`src/dtg_defs.vh`:
```
`ifndef DTG_DEFS_VH
`define DTG_DEFS_VH
// register byte offsets on the axi4-lite slave
`define DTG_OFF_TXDATA 5'h00
`define DTG_OFF_CTRL 5'h04
`define DTG_OFF_STATUS 5'h08
`define DTG_OFF_RXDATA 5'h0C
`define DTG_OFF_TONE 5'h10
// control fields
`define DTG_CTL_TONE_OUTPUT_ENABLE 0
`define DTG_CTL_CPMODE 1
`define DTG_CTL_IRQEN 2
`define DTG_CTL_BURST 3
`define DTG_CTL_SINGLE 4
`define DTG_CTL_HIGHSEL 5
`define DTG_CTL_RESET 6'h00
// status fields
`define DTG_ST_IRQ 0
`define DTG_ST_TXRDY 1
`define DTG_ST_DV 2
`define DTG_ST_DSTEER 3
// timing: clock, reference, burst
`define DTG_CLK_HZ 40000000
`define DTG_REF_HZ_X1000 32'd3579545000
`define DTG_BURST_MS 51
`define DTG_CLK_PER_MS 40000
`define DTG_BURST_CYC (`DTG_BURST_MS * `DTG_CLK_PER_MS)
// guard times in clock cycles
`define DTG_GTP_CYC 1600000
`define DTG_GTA_CYC 1600000
// sine table segments
`define DTG_SEGS 32
`endif

```
`src/dtg_tone_ctrl.v`:
```
`timescale 1ns/1ps
`include "dtg_defs.vh"
`default_nettype none
module dtg_tone_ctrl #(
  parameter GTP_CYC = `DTG_GTP_CYC,
  parameter GTA_CYC = `DTG_GTA_CYC,
  parameter BURST_CYC = `DTG_BURST_CYC,
  parameter REF_X1000 = `DTG_REF_HZ_X1000
) (
  input wire clock,
  input wire rst,
  input wire s_axi_awvalid,
  output wire s_axi_awready,
  input wire [4:0] s_axi_awaddr,
  input wire s_axi_wvalid,
  output wire s_axi_wready,
  input wire [31:0] s_axi_wdata,
  input wire [3:0] s_axi_wstrb,
  output reg s_axi_bvalid,
  input wire s_axi_bready,
  output reg [1:0] s_axi_bresp,
  input wire s_axi_arvalid,
  output wire s_axi_arready,
  input wire [4:0] s_axi_araddr,
  output reg s_axi_rvalid,
  input wire s_axi_rready,
  output reg [31:0] s_axi_rdata,
  output reg [1:0] s_axi_rresp,
  input wire early_detect_out,
  input wire [3:0] detect_code,
  input wire cp_inband,
  output reg steer_guard_pin,
  output reg delayed_steer_n,
  output reg [3:0] receive_code_bits,
  output reg notify_or_progress_pin_oe,
  output reg [4:0] low_sine_addr,
  output reg [4:0] high_sine_addr,
  output reg low_active,
  output reg high_active
);

  // synchronisers for the pin-side inputs
  reg est_s1_r, est_s2_r, cp_s1_r, cp_s2_r;
  reg [3:0] code_s1_r, code_s2_r;
  always @(posedge clock or posedge rst) begin
    if (rst) begin
      est_s1_r <= 1'b0;
      est_s2_r <= 1'b0;
      cp_s1_r <= 1'b0;
      cp_s2_r <= 1'b0;
      code_s1_r <= 4'h0;
      code_s2_r <= 4'h0;
    end else begin
      est_s1_r <= early_detect_out;
      est_s2_r <= est_s1_r;
      cp_s1_r <= cp_inband;
      cp_s2_r <= cp_s1_r;
      code_s1_r <= detect_code;
      code_s2_r <= code_s1_r;
    end
  end

  // software-visible state
  reg [5:0] ctrl_r; // control bits
  reg [3:0] tx_code_r; // latched transmit code
  reg dv_r; // data valid
  reg txrdy_r; // transmitter ready
  reg irq_dv_r; // interrupt pending, receive
  reg irq_tx_r; // interrupt pending, transmit
  wire tone_output_enable = ctrl_r[`DTG_CTL_TONE_OUTPUT_ENABLE];
  wire cp_mode = ctrl_r[`DTG_CTL_CPMODE];
  wire irq_en = ctrl_r[`DTG_CTL_IRQEN];
  wire burst_en = ctrl_r[`DTG_CTL_BURST];

  // code to row/column: one-hot of four each (two of eight)
  function [7:0] dtg_two_of_eight;
    input [3:0] c;
    begin
      case (c)
        4'h1: dtg_two_of_eight = 8'h11;
        4'h2: dtg_two_of_eight = 8'h21;
        4'h3: dtg_two_of_eight = 8'h41;
        4'h4: dtg_two_of_eight = 8'h12;
        4'h5: dtg_two_of_eight = 8'h22;
        4'h6: dtg_two_of_eight = 8'h42;
        4'h7: dtg_two_of_eight = 8'h14;
        4'h8: dtg_two_of_eight = 8'h24;
        4'h9: dtg_two_of_eight = 8'h44;
        4'hA: dtg_two_of_eight = 8'h28;
        4'hB: dtg_two_of_eight = 8'h18;
        4'hC: dtg_two_of_eight = 8'h48;
        4'hD: dtg_two_of_eight = 8'h81;
        4'hE: dtg_two_of_eight = 8'h82;
        4'hF: dtg_two_of_eight = 8'h84;
        default: dtg_two_of_eight = 8'h88;
      endcase
    end
  endfunction

  // segment length (in reference ticks) for a one-hot group select
  function [7:0] dtg_seg_len;
    input [3:0] sel;
    input hi;
    begin
      case ({hi, sel})
        5'h01: dtg_seg_len = 8'hA0; // 697 hz
        5'h02: dtg_seg_len = 8'h92; // 770 hz
        5'h04: dtg_seg_len = 8'h84; // 852 hz
        5'h08: dtg_seg_len = 8'h76; // 941 hz
        5'h11: dtg_seg_len = 8'h5C; // 1209 hz
        5'h12: dtg_seg_len = 8'h54; // 1336 hz
        5'h14: dtg_seg_len = 8'h4C; // 1477 hz
        default: dtg_seg_len = 8'h44; // 1633 hz
      endcase
    end
  endfunction

  // axi4-lite: write address and data taken together, either order
  reg aw_hold_r, w_hold_r;
  reg [4:0] awaddr_r;
  reg [31:0] wdata_r;
  reg wstb_r; // low-byte strobe kept with held data
  assign s_axi_awready = !aw_hold_r && !s_axi_bvalid;
  assign s_axi_wready = !w_hold_r && !s_axi_bvalid;
  assign s_axi_arready = !s_axi_rvalid;
  wire aw_now = aw_hold_r || s_axi_awvalid;
  wire w_now = w_hold_r || s_axi_wvalid;
  wire [4:0] wa = aw_hold_r ? awaddr_r : s_axi_awaddr;
  wire [31:0] wd = w_hold_r ? wdata_r : s_axi_wdata;
  wire ws0 = w_hold_r ? wstb_r : s_axi_wstrb[0]; // no strobe, no effect, burst included
  wire wr_go = aw_now && w_now && !s_axi_bvalid;
  wire wr_tx = wr_go && ws0 && (wa == `DTG_OFF_TXDATA);
  wire wr_ctl = wr_go && ws0 && (wa == `DTG_OFF_CTRL);
  wire rd_go = s_axi_arvalid && s_axi_arready;
  wire rd_status = rd_go && (s_axi_araddr == `DTG_OFF_STATUS);

  // reference tick: fractional accumulator of 3.579545 mhz on 40 mhz
  localparam [31:0] REF_INC = REF_X1000 / 1000; // reference hz added per clock
  localparam [32:0] CLK_HZ = `DTG_CLK_HZ; // wrap point of the accumulator
  reg [31:0] ref_acc_r;
  wire [32:0] ref_sum = {1'b0, ref_acc_r} + {1'b0, REF_INC};
  wire ref_tick = (ref_sum >= CLK_HZ);
  // free-running reference, not gated by enable
  always @(posedge clock or posedge rst) begin
    if (rst)
      ref_acc_r <= 32'h0;
    else if (ref_tick)
      ref_acc_r <= ref_sum[31:0] - CLK_HZ[31:0];
    else
      ref_acc_r <= ref_sum[31:0];
  end

  // receive steering: one guard counter shared by present and absent
  reg [23:0] guard_cnt_r;
  reg steer_r; // validated tone present
  wire est_ok = est_s2_r && !cp_mode;
  // count up only while condition holds
  always @(posedge clock or posedge rst) begin
    if (rst) begin
      guard_cnt_r <= 24'h0;
      steer_r <= 1'b0;
      receive_code_bits <= 4'h0;
    end else if (est_ok == steer_r) begin
      guard_cnt_r <= 24'h0;
    end else if (!steer_r && guard_cnt_r >= GTP_CYC[23:0] - 24'd1) begin
      guard_cnt_r <= 24'h0;
      steer_r <= 1'b1;
      receive_code_bits <= code_s2_r;
    end else if (steer_r && guard_cnt_r >= GTA_CYC[23:0] - 24'd1) begin
      guard_cnt_r <= 24'h0;
      steer_r <= 1'b0;
    end else begin
      guard_cnt_r <= guard_cnt_r + 24'd1;
    end
  end
  wire new_rx = !steer_r && est_ok == 1'b1 && guard_cnt_r >= GTP_CYC[23:0] - 24'd1;

  always @(posedge clock or posedge rst) begin
    if (rst) begin
      delayed_steer_n <= 1'b1;
      steer_guard_pin <= 1'b0;
    end else begin
      delayed_steer_n <= !steer_r;
      steer_guard_pin <= steer_r;
    end
  end

  // burst timer: tone phase then pause phase
  localparam BS_IDLE = 2'd0;
  localparam BS_TONE = 2'd1;
  localparam BS_PAUSE = 2'd2;
  reg [1:0] bst_r;
  reg [23:0] bcnt_r;
  wire [23:0] blen = cp_mode ? BURST_CYC[22:0] * 24'd2 : BURST_CYC[23:0];
  wire bdone = bcnt_r >= blen - 24'd1;
  wire tx_done = burst_en && (bst_r == BS_PAUSE) && bdone;
  always @(posedge clock or posedge rst) begin
    if (rst) begin
      bst_r <= BS_IDLE;
      bcnt_r <= 24'h0;
    end else if (wr_tx) begin
      bst_r <= BS_TONE;
      bcnt_r <= 24'h0;
    end else begin
      case (bst_r)
        BS_TONE: begin
          bcnt_r <= bdone ? 24'h0 : bcnt_r + 24'd1;
          if (bdone)
            bst_r <= BS_PAUSE;
        end
        // equal silent interval
        BS_PAUSE: begin
          bcnt_r <= bdone ? 24'h0 : bcnt_r + 24'd1;
          if (bdone)
            bst_r <= BS_IDLE;
        end
        default: begin
          bcnt_r <= 24'h0;
          bst_r <= BS_IDLE;
        end
      endcase
    end
  end

  // latch code, decode two of eight
  wire [7:0] sel8 = dtg_two_of_eight(tx_code_r);
  // enable gates transmission; burst adds tone window
  // transmit works in cp plus burst mode
  wire tx_on = tone_output_enable && (!burst_en || bst_r == BS_TONE);
  wire single = ctrl_r[`DTG_CTL_SINGLE];
  wire hi_sel = ctrl_r[`DTG_CTL_HIGHSEL];

  // row and column dividers feeding sine addresses
  reg [7:0] ldiv_r, hdiv_r;
  wire [7:0] lterm = dtg_seg_len(sel8[3:0], 1'b0);
  wire [7:0] hterm = dtg_seg_len(sel8[7:4], 1'b1);
  // terminal count resets and steps table
  always @(posedge clock or posedge rst) begin
    if (rst) begin
      ldiv_r <= 8'h0;
      hdiv_r <= 8'h0;
      low_sine_addr <= 5'h0;
      high_sine_addr <= 5'h0;
    end else if (ref_tick) begin
      if (ldiv_r >= lterm - 8'd1) begin
        ldiv_r <= 8'h0;
        low_sine_addr <= low_sine_addr + 5'd1;
      end else
        ldiv_r <= ldiv_r + 8'd1;
      if (hdiv_r >= hterm - 8'd1) begin
        hdiv_r <= 8'h0;
        high_sine_addr <= high_sine_addr + 5'd1;
      end else
        hdiv_r <= hdiv_r + 8'd1;
    end
  end

  // tone flags from enable, burst window and single-tone select
  always @(posedge clock or posedge rst) begin
    if (rst) begin
      low_active <= 1'b0;
      high_active <= 1'b0;
    end else begin
      low_active <= tx_on && (!single || !hi_sel);
      high_active <= tx_on && (!single || hi_sel);
    end
  end

  // control, status flags and interrupt pin
  always @(posedge clock or posedge rst) begin
    if (rst) begin
      ctrl_r <= `DTG_CTL_RESET;
      tx_code_r <= 4'h0;
      dv_r <= 1'b0;
      txrdy_r <= 1'b1;
      irq_dv_r <= 1'b0;
      irq_tx_r <= 1'b0;
      notify_or_progress_pin_oe <= 1'b0;
    end else begin
      if (wr_ctl)
        ctrl_r <= wd[5:0];
      if (wr_tx)
        tx_code_r <= wd[3:0];
      dv_r <= new_rx | (dv_r & !rd_status);
      txrdy_r <= tx_done | (txrdy_r & !wr_tx);
      irq_dv_r <= (new_rx & irq_en) | (irq_dv_r & !rd_status);
      irq_tx_r <= (tx_done & irq_en & !cp_mode) | (irq_tx_r & !rd_status);
      // progress path only in cp mode
      // pin low when out of band and interrupts enabled
      if (cp_mode)
        notify_or_progress_pin_oe <= irq_en & !cp_s2_r;
      else
        notify_or_progress_pin_oe <= irq_dv_r | irq_tx_r;
    end
  end

  // axi write side: hold halves, answer okay or slverr
  always @(posedge clock or posedge rst) begin
    if (rst) begin
      aw_hold_r <= 1'b0;
      w_hold_r <= 1'b0;
      awaddr_r <= 5'h0;
      wdata_r <= 32'h0;
      wstb_r <= 1'b0;
      s_axi_bvalid <= 1'b0;
      s_axi_bresp <= 2'b00;
    end else if (wr_go) begin
      aw_hold_r <= 1'b0;
      w_hold_r <= 1'b0;
      s_axi_bvalid <= 1'b1;
      s_axi_bresp <= (wa == `DTG_OFF_TXDATA || wa == `DTG_OFF_CTRL) ? 2'b00 : 2'b10;
    end else begin
      if (s_axi_awvalid && s_axi_awready) begin
        aw_hold_r <= 1'b1;
        awaddr_r <= s_axi_awaddr;
      end
      if (s_axi_wvalid && s_axi_wready) begin
        w_hold_r <= 1'b1;
        wdata_r <= s_axi_wdata;
        wstb_r <= s_axi_wstrb[0];
      end
      if (s_axi_bready)
        s_axi_bvalid <= 1'b0;
    end
  end

  // axi read side: one cycle after address
  always @(posedge clock or posedge rst) begin
    if (rst) begin
      s_axi_rvalid <= 1'b0;
      s_axi_rdata <= 32'h0;
      s_axi_rresp <= 2'b00;
    end else if (rd_go) begin
      s_axi_rvalid <= 1'b1;
      s_axi_rresp <= 2'b00;
      case (s_axi_araddr)
        `DTG_OFF_CTRL: s_axi_rdata <= {26'h0, ctrl_r};
        `DTG_OFF_STATUS: s_axi_rdata <= {28'h0, !steer_r, dv_r, txrdy_r, irq_dv_r | irq_tx_r};
        `DTG_OFF_RXDATA: s_axi_rdata <= {28'h0, receive_code_bits};
        `DTG_OFF_TONE: s_axi_rdata <= {20'h0, sel8, tx_code_r};
        default: begin
          s_axi_rdata <= 32'h0;
          s_axi_rresp <= 2'b10;
        end
      endcase
    end else if (s_axi_rready) begin
      s_axi_rvalid <= 1'b0;
    end
  end

endmodule // dtg_tone_ctrl
`default_nettype wire

```
`config.mk`:
```
export PLATFORM = sky130hd
export DESIGN_NAME = dtg_tone_ctrl
export DESIGN_NICKNAME = d
export VERILOG_FILES = /design/src/dtg_tone_ctrl.v
export VERILOG_INCLUDE_DIRS = /design/src
export SDC_FILE = /design/constraint.sdc
export NUM_CORES = 1
export LEC_CHECK = 0
export ABC_AREA = 1
export BUFFER_PORTS_ARGS = -buffer_cell sky130_fd_sc_hd__clkbuf_2
export CAP_MARGIN = 10
export CORE_ASPECT_RATIO = 0.8
export CORE_MARGIN = 3
export CORE_UTILIZATION = 40
export DETAILED_ROUTE_END_ITERATION = 10
export MAX_ROUTING_LAYER = met4
export PLACE_DENSITY_LB_ADDON = 0.25
export SLEW_MARGIN = 5
export SYNTH_ARGS = -nofsm -noshare
export SYNTH_HDL_FRONTEND = slang
export SYNTH_SLANG_ARGS = --single-unit
```
`constraint.sdc`:
```
create_clock -name clock -period 12.79 [get_ports clock]
set_input_delay 1.279 -clock clock [delete_from_list [all_inputs] [get_ports clock]]
set_output_delay 1.279 -clock clock [all_outputs]
set_load 0.02 [all_outputs]
```
==> impl_metrics.py <==
metrics = {
    "cells_and_area": {
        "ff_latch_area_um2": 4360,
        "multi_input_area_um2": 5600,
        "synthToLayoutAreaGrowth_pct": 10.8,
        "drive_above_1_share": 0.0923,
        "diodes": 0,
        "finalNonFillerCells": 1949,
        "layout.nets": 1674,
        "fillers": 2694,
    },
    "clocking": {
        "cts_buffers": 17,
        "root_buffer": "clkbuf_16",
        "cts_tree": "done",
        "cts_sinks": 174,
        "insertion_delay_ns": 0.44,
        "cts_hold_buf": 0,
        "post_cts_buffers": 0,
        "path_clk_slew_ns": 0.07,
        "clock_path_buffers": 2,
        "cts.repair.resized": 0,
        "cts_max_level": 4,
    },
    "pwr": {
        "swShare": 0.335,
        "intPower_mw": 0.982,
        "power_frac_seq": 0.439,
        "fin_total_pwr_mw": 1.48,
        "clkPwrFrac": 0.358,
        "pwr-share-comb": 0.203,
        "switchingPower_mw": 0.495,
        "ir_drop_mv": 0.100,
        "leakage_nw": 6.06,
        "p_per_area_nw_per_um2": 123,
    },
    "hold_path": {
        "holdPathEnd": "code_s2_r[0]$_DFF_PP0_",
        "hold_depth": 0,
        "hold_path.class": "reg -> reg",
        "min_from": "code_s1_r[0]$_DFF_PP0_",
    },
    "synth": {
        "avgSynthCellArea_um2": 7.15,
        "synth-xor-area-share": 0.0379,
        "yosys-top-cells-count": "nand2_1, nor2_1, dfrtp_1",
        "muxShareOfSynthArea": 0,
        "synthSimpleGateAreaFrac": 0.342,
        "synth-seq-cells": 174,
        "synth_largest_area_cell": "dfrtp_1",
        "synthArstFlopShare": 1.00,
        "synth.most_common_cell": "nand2_1",
        "yosysWarnings": 0,
        "synth_compound_area_frac": 0.0868,
        "synthCells": 1514,
        "synth_area_leaders": "dfrtp_1, nand2_1, nor2_1",
        "synth_cell_type_count": 52,
        "synth_flop_cell": "dfrtp_1",
        "synth_top_area_frac": 0.397,
        "synth_edf_count": 0,
        "ys_seq_area_frac": 0.402,
        "syn_area_um2": 10800,
        "synth_adder_area_share": 0.0416,
        "synth_top_family_by_area": "simple AND/OR/NAND/NOR gates",
    },
    "global_routing": {
        "grt_pass1_vias": 8913,
        "use_met2": 0.283,
        "grt_pass1_wl_um": 45000,
        "use_met3": 0.0349,
        "gr-usage-all-layers": 0.196,
        "overflow": 0,
        "grt_busiest_layer": "met1",
        "antenna_found_initial": 0,
        "grt_max_degree": 99,
        "grt_util_met1": 0.290,
    },
    "detailed_routing": {
        "drc": 0,
        "viasPerCell": 4.95,
        "routedWlPerCell_um": 13.7,
        "wirelength_um": 26700,
        "ant_nets": 0,
        "drt_pre_antenna_iters": 7,
        "initialDrtViolationCount": 790,
        "via_count": 9643,
    },
    "worst_setup_path": {
        "r2r-end": "hdiv_r[1]$_DFFE_PP0N_",
        "r2r_setup_slack_ns": 9.09,
        "critPathMaxStageDelay_ns": 0.61,
        "crit_buf_inv": 2,
        "reg2regPathDepth": 19,
        "regToRegStartpoint": "ref_acc_r[0]$_DFF_PP0_",
        "path_max_fanout": 71,
        "path_cells": "ha_1 > nand2_1 > nand2_1 > nand3_1 > nand2_1 > nand2_1 > nand2_1 > inv_1 > ha_1 > nor2_1 > nand3_1 > nand3_2 > nand3_1 > nand2_2 > nand2_4 > nand3_4 > inv_2 > nand2_1 > nand2_1",
        "crit_required_ns": 13.17,
        "end_kind": "flop",
        "start_kind": "flop",
        "crit_family": "simple AND/OR/NAND/NOR gates",
        "critical_path_class": "reg -> reg",
        "cp_data_arrival_time_ns": 4.08,
        "path_common_cell": "nand2_1",
        "crit_slowest_cell": "nand3_4",
    },
    "placed_design": {
        "hpwl_um": 20200,
        "place_ws_ns": 9.11,
        "dp_cells": 1917,
        "io_buffers": 67,
        "place.gp.congestion": 0.989,
    },
    "sta": {
        "slew_violations": 0,
        "slew-limit-headroom": 0.364,
        "fmax_mhz": 270,
        "fin_crit_sh": 0.289,
        "hold_viol_final": 0,
        "setup_slack_ns": 9.09,
        "setup_violations": 0,
        "fin_hold_ws_ns": 0.352,
        "skew_ns": 0.0106,
        "fin_tns_setup_ns": 0,
        "tightest_slew_ns": 0.954,
        "fin_crit_ns": 3.70,
        "rsz0062_at_grt": "no",
    },
    "floorplan": {
        "fp.dieW_um": 190,
        "core_area_um2": 26500,
        "start_util": 0.409,
        "dieArea_um2": 29100,
        "rows": 53,
        "die_h_um": 153,
        "ios": 119,
    },
    "run": {
        "max-cap-violations": 0,
    },
    "run_status": {
        "status": "complete, no violations",
    },
}
==> worst register-to-register path, cell delays in order (launching register included) <==
cell and delay [ns]:
dfrtp_1 0.42, ha_1 0.24, nand2_1 0.11, nand2_1 0.14, nand3_1 0.18, nand2_1 0.12, nand2_1 0.07, nand2_1 0.10
inv_1 0.11, ha_1 0.19, nor2_1 0.07, nand3_1 0.12, nand3_2 0.13, nand3_1 0.16, nand2_2 0.11, nand2_4 0.09
nand3_4 0.61, inv_2 0.52, nand2_1 0.09, nand2_1 0.07
==> per-layer routing <==
layer	vias up	part of all wire
met2	201	0.43
met1	4474	0.51
met4	0	0.0082
met3	16	0.049
li1	4952	-
met5	-	0
==> per-stage QoR <==
step,cell area [um^2],utilization
floorplan,10900,-
global placement,11400,0.431
detailed placement,11400,0.431
CTS,12000,0.454
global route,12000,0.454
finish,12000,0.454
==> worst max-delay path by stage <==
stage	cells after the start	start	slack, ns	end
final	19	ref_acc_r[0]$_DFF_PP0_	9.09	hdiv_r[1]$_DFFE_PP0N_
after global placement	19	ref_acc_r[0]$_DFF_PP0_	9.15	hdiv_r[6]$_DFFE_PP0N_
after CTS	19	ref_acc_r[0]$_DFF_PP0_	9.08	hdiv_r[6]$_DFFE_PP0N_
after global routing	19	ref_acc_r[0]$_DFF_PP0_	8.70	hdiv_r[6]$_DFFE_PP0N_
after detailed placement	19	ref_acc_r[0]$_DFF_PP0_	9.11	hdiv_r[6]$_DFFE_PP0N_
after floorplan	1	rst	6.80	aw_hold_r$_DFFE_PP0P_
==> cell usage in the layout, fill, tap and decap left out, types with 7 or more instances in the layout <==
| cell type | netlist | routed |
|---|---|---|
| clkbuf_16 | 0 | 17 |
| nand3_1 | 125 | 125 |
| ha_1 | 36 | 36 |
| inv_6 | 0 | 8 |
| xor2_1 | 31 | 31 |
| o21ai_0 | 78 | 78 |
| o21ai_1 | 19 | 19 |
| clkbuf_2 | 0 | 67 |
| conb_1 | 1 | 26 |
| a21oi_1 | 35 | 35 |
| inv_2 | 8 | 8 |
| nor3_1 | 28 | 28 |
| nor2_1 | 186 | 186 |
| inv_1 | 165 | 164 |
| xnor2_1 | 14 | 14 |
| nand2_1 | 453 | 453 |
| nand2_2 | 9 | 9 |
| nor2_2 | 7 | 7 |
| nand4_1 | 24 | 24 |
| dfrtp_1 | 172 | 172 |
| nor3b_1 | 9 | 9 |
==> logic make-up (layout without fill, tap and decap cells) <==
kind of cell | count (synthesis) | count (layout)
XOR/XNOR | 46 | 46
AO/OA/AOI/OAI | 169 | 169
adder cells (fa/ha/maj) | 36 | 36
AND/OR/NAND/NOR | 865 | 865
other | 1 | 26
flip-flops | 174 | 174
buffers and inverters | 223 | 276
==> power groups by stage <==
| stage | Clock [mW] | Combinational, mW | Sequential, mW |
|---|---|---|---|
| floorplan | 0 | 0.207 | 0.666 |
| global placement | 0 | 0.293 | 0.658 |
| detailed placement | 0 | 0.302 | 0.659 |
| CTS | 0.542 | 0.305 | 0.649 |
| global route | 0.567 | 0.347 | 0.657 |
| finish | 0.529 | 0.299 | 0.649 |
==> final cells by class <==
class,count,share of cell area
clock buffers,17,0.0354
repair buffers,68,0.0286
inverters,176,0.0555
well taps,357,0.0372
clock inverters,15,0.0139
multi-input cells,1142,0.466
flip-flops and latches,174,0.363
==> flip-flops by register name (all words and copies together) (netlist names), 5 cells and up <==
signal	count
awaddr_r	5
bcnt_r	24
ctrl_r	6
guard_cnt_r	24
hdiv_r	8
high_sine_addr	5
ldiv_r	8
low_sine_addr	5
ref_acc_r	32
s_axi_rdata	12
wdata_r	6
(Power assumes the default switching activity.)
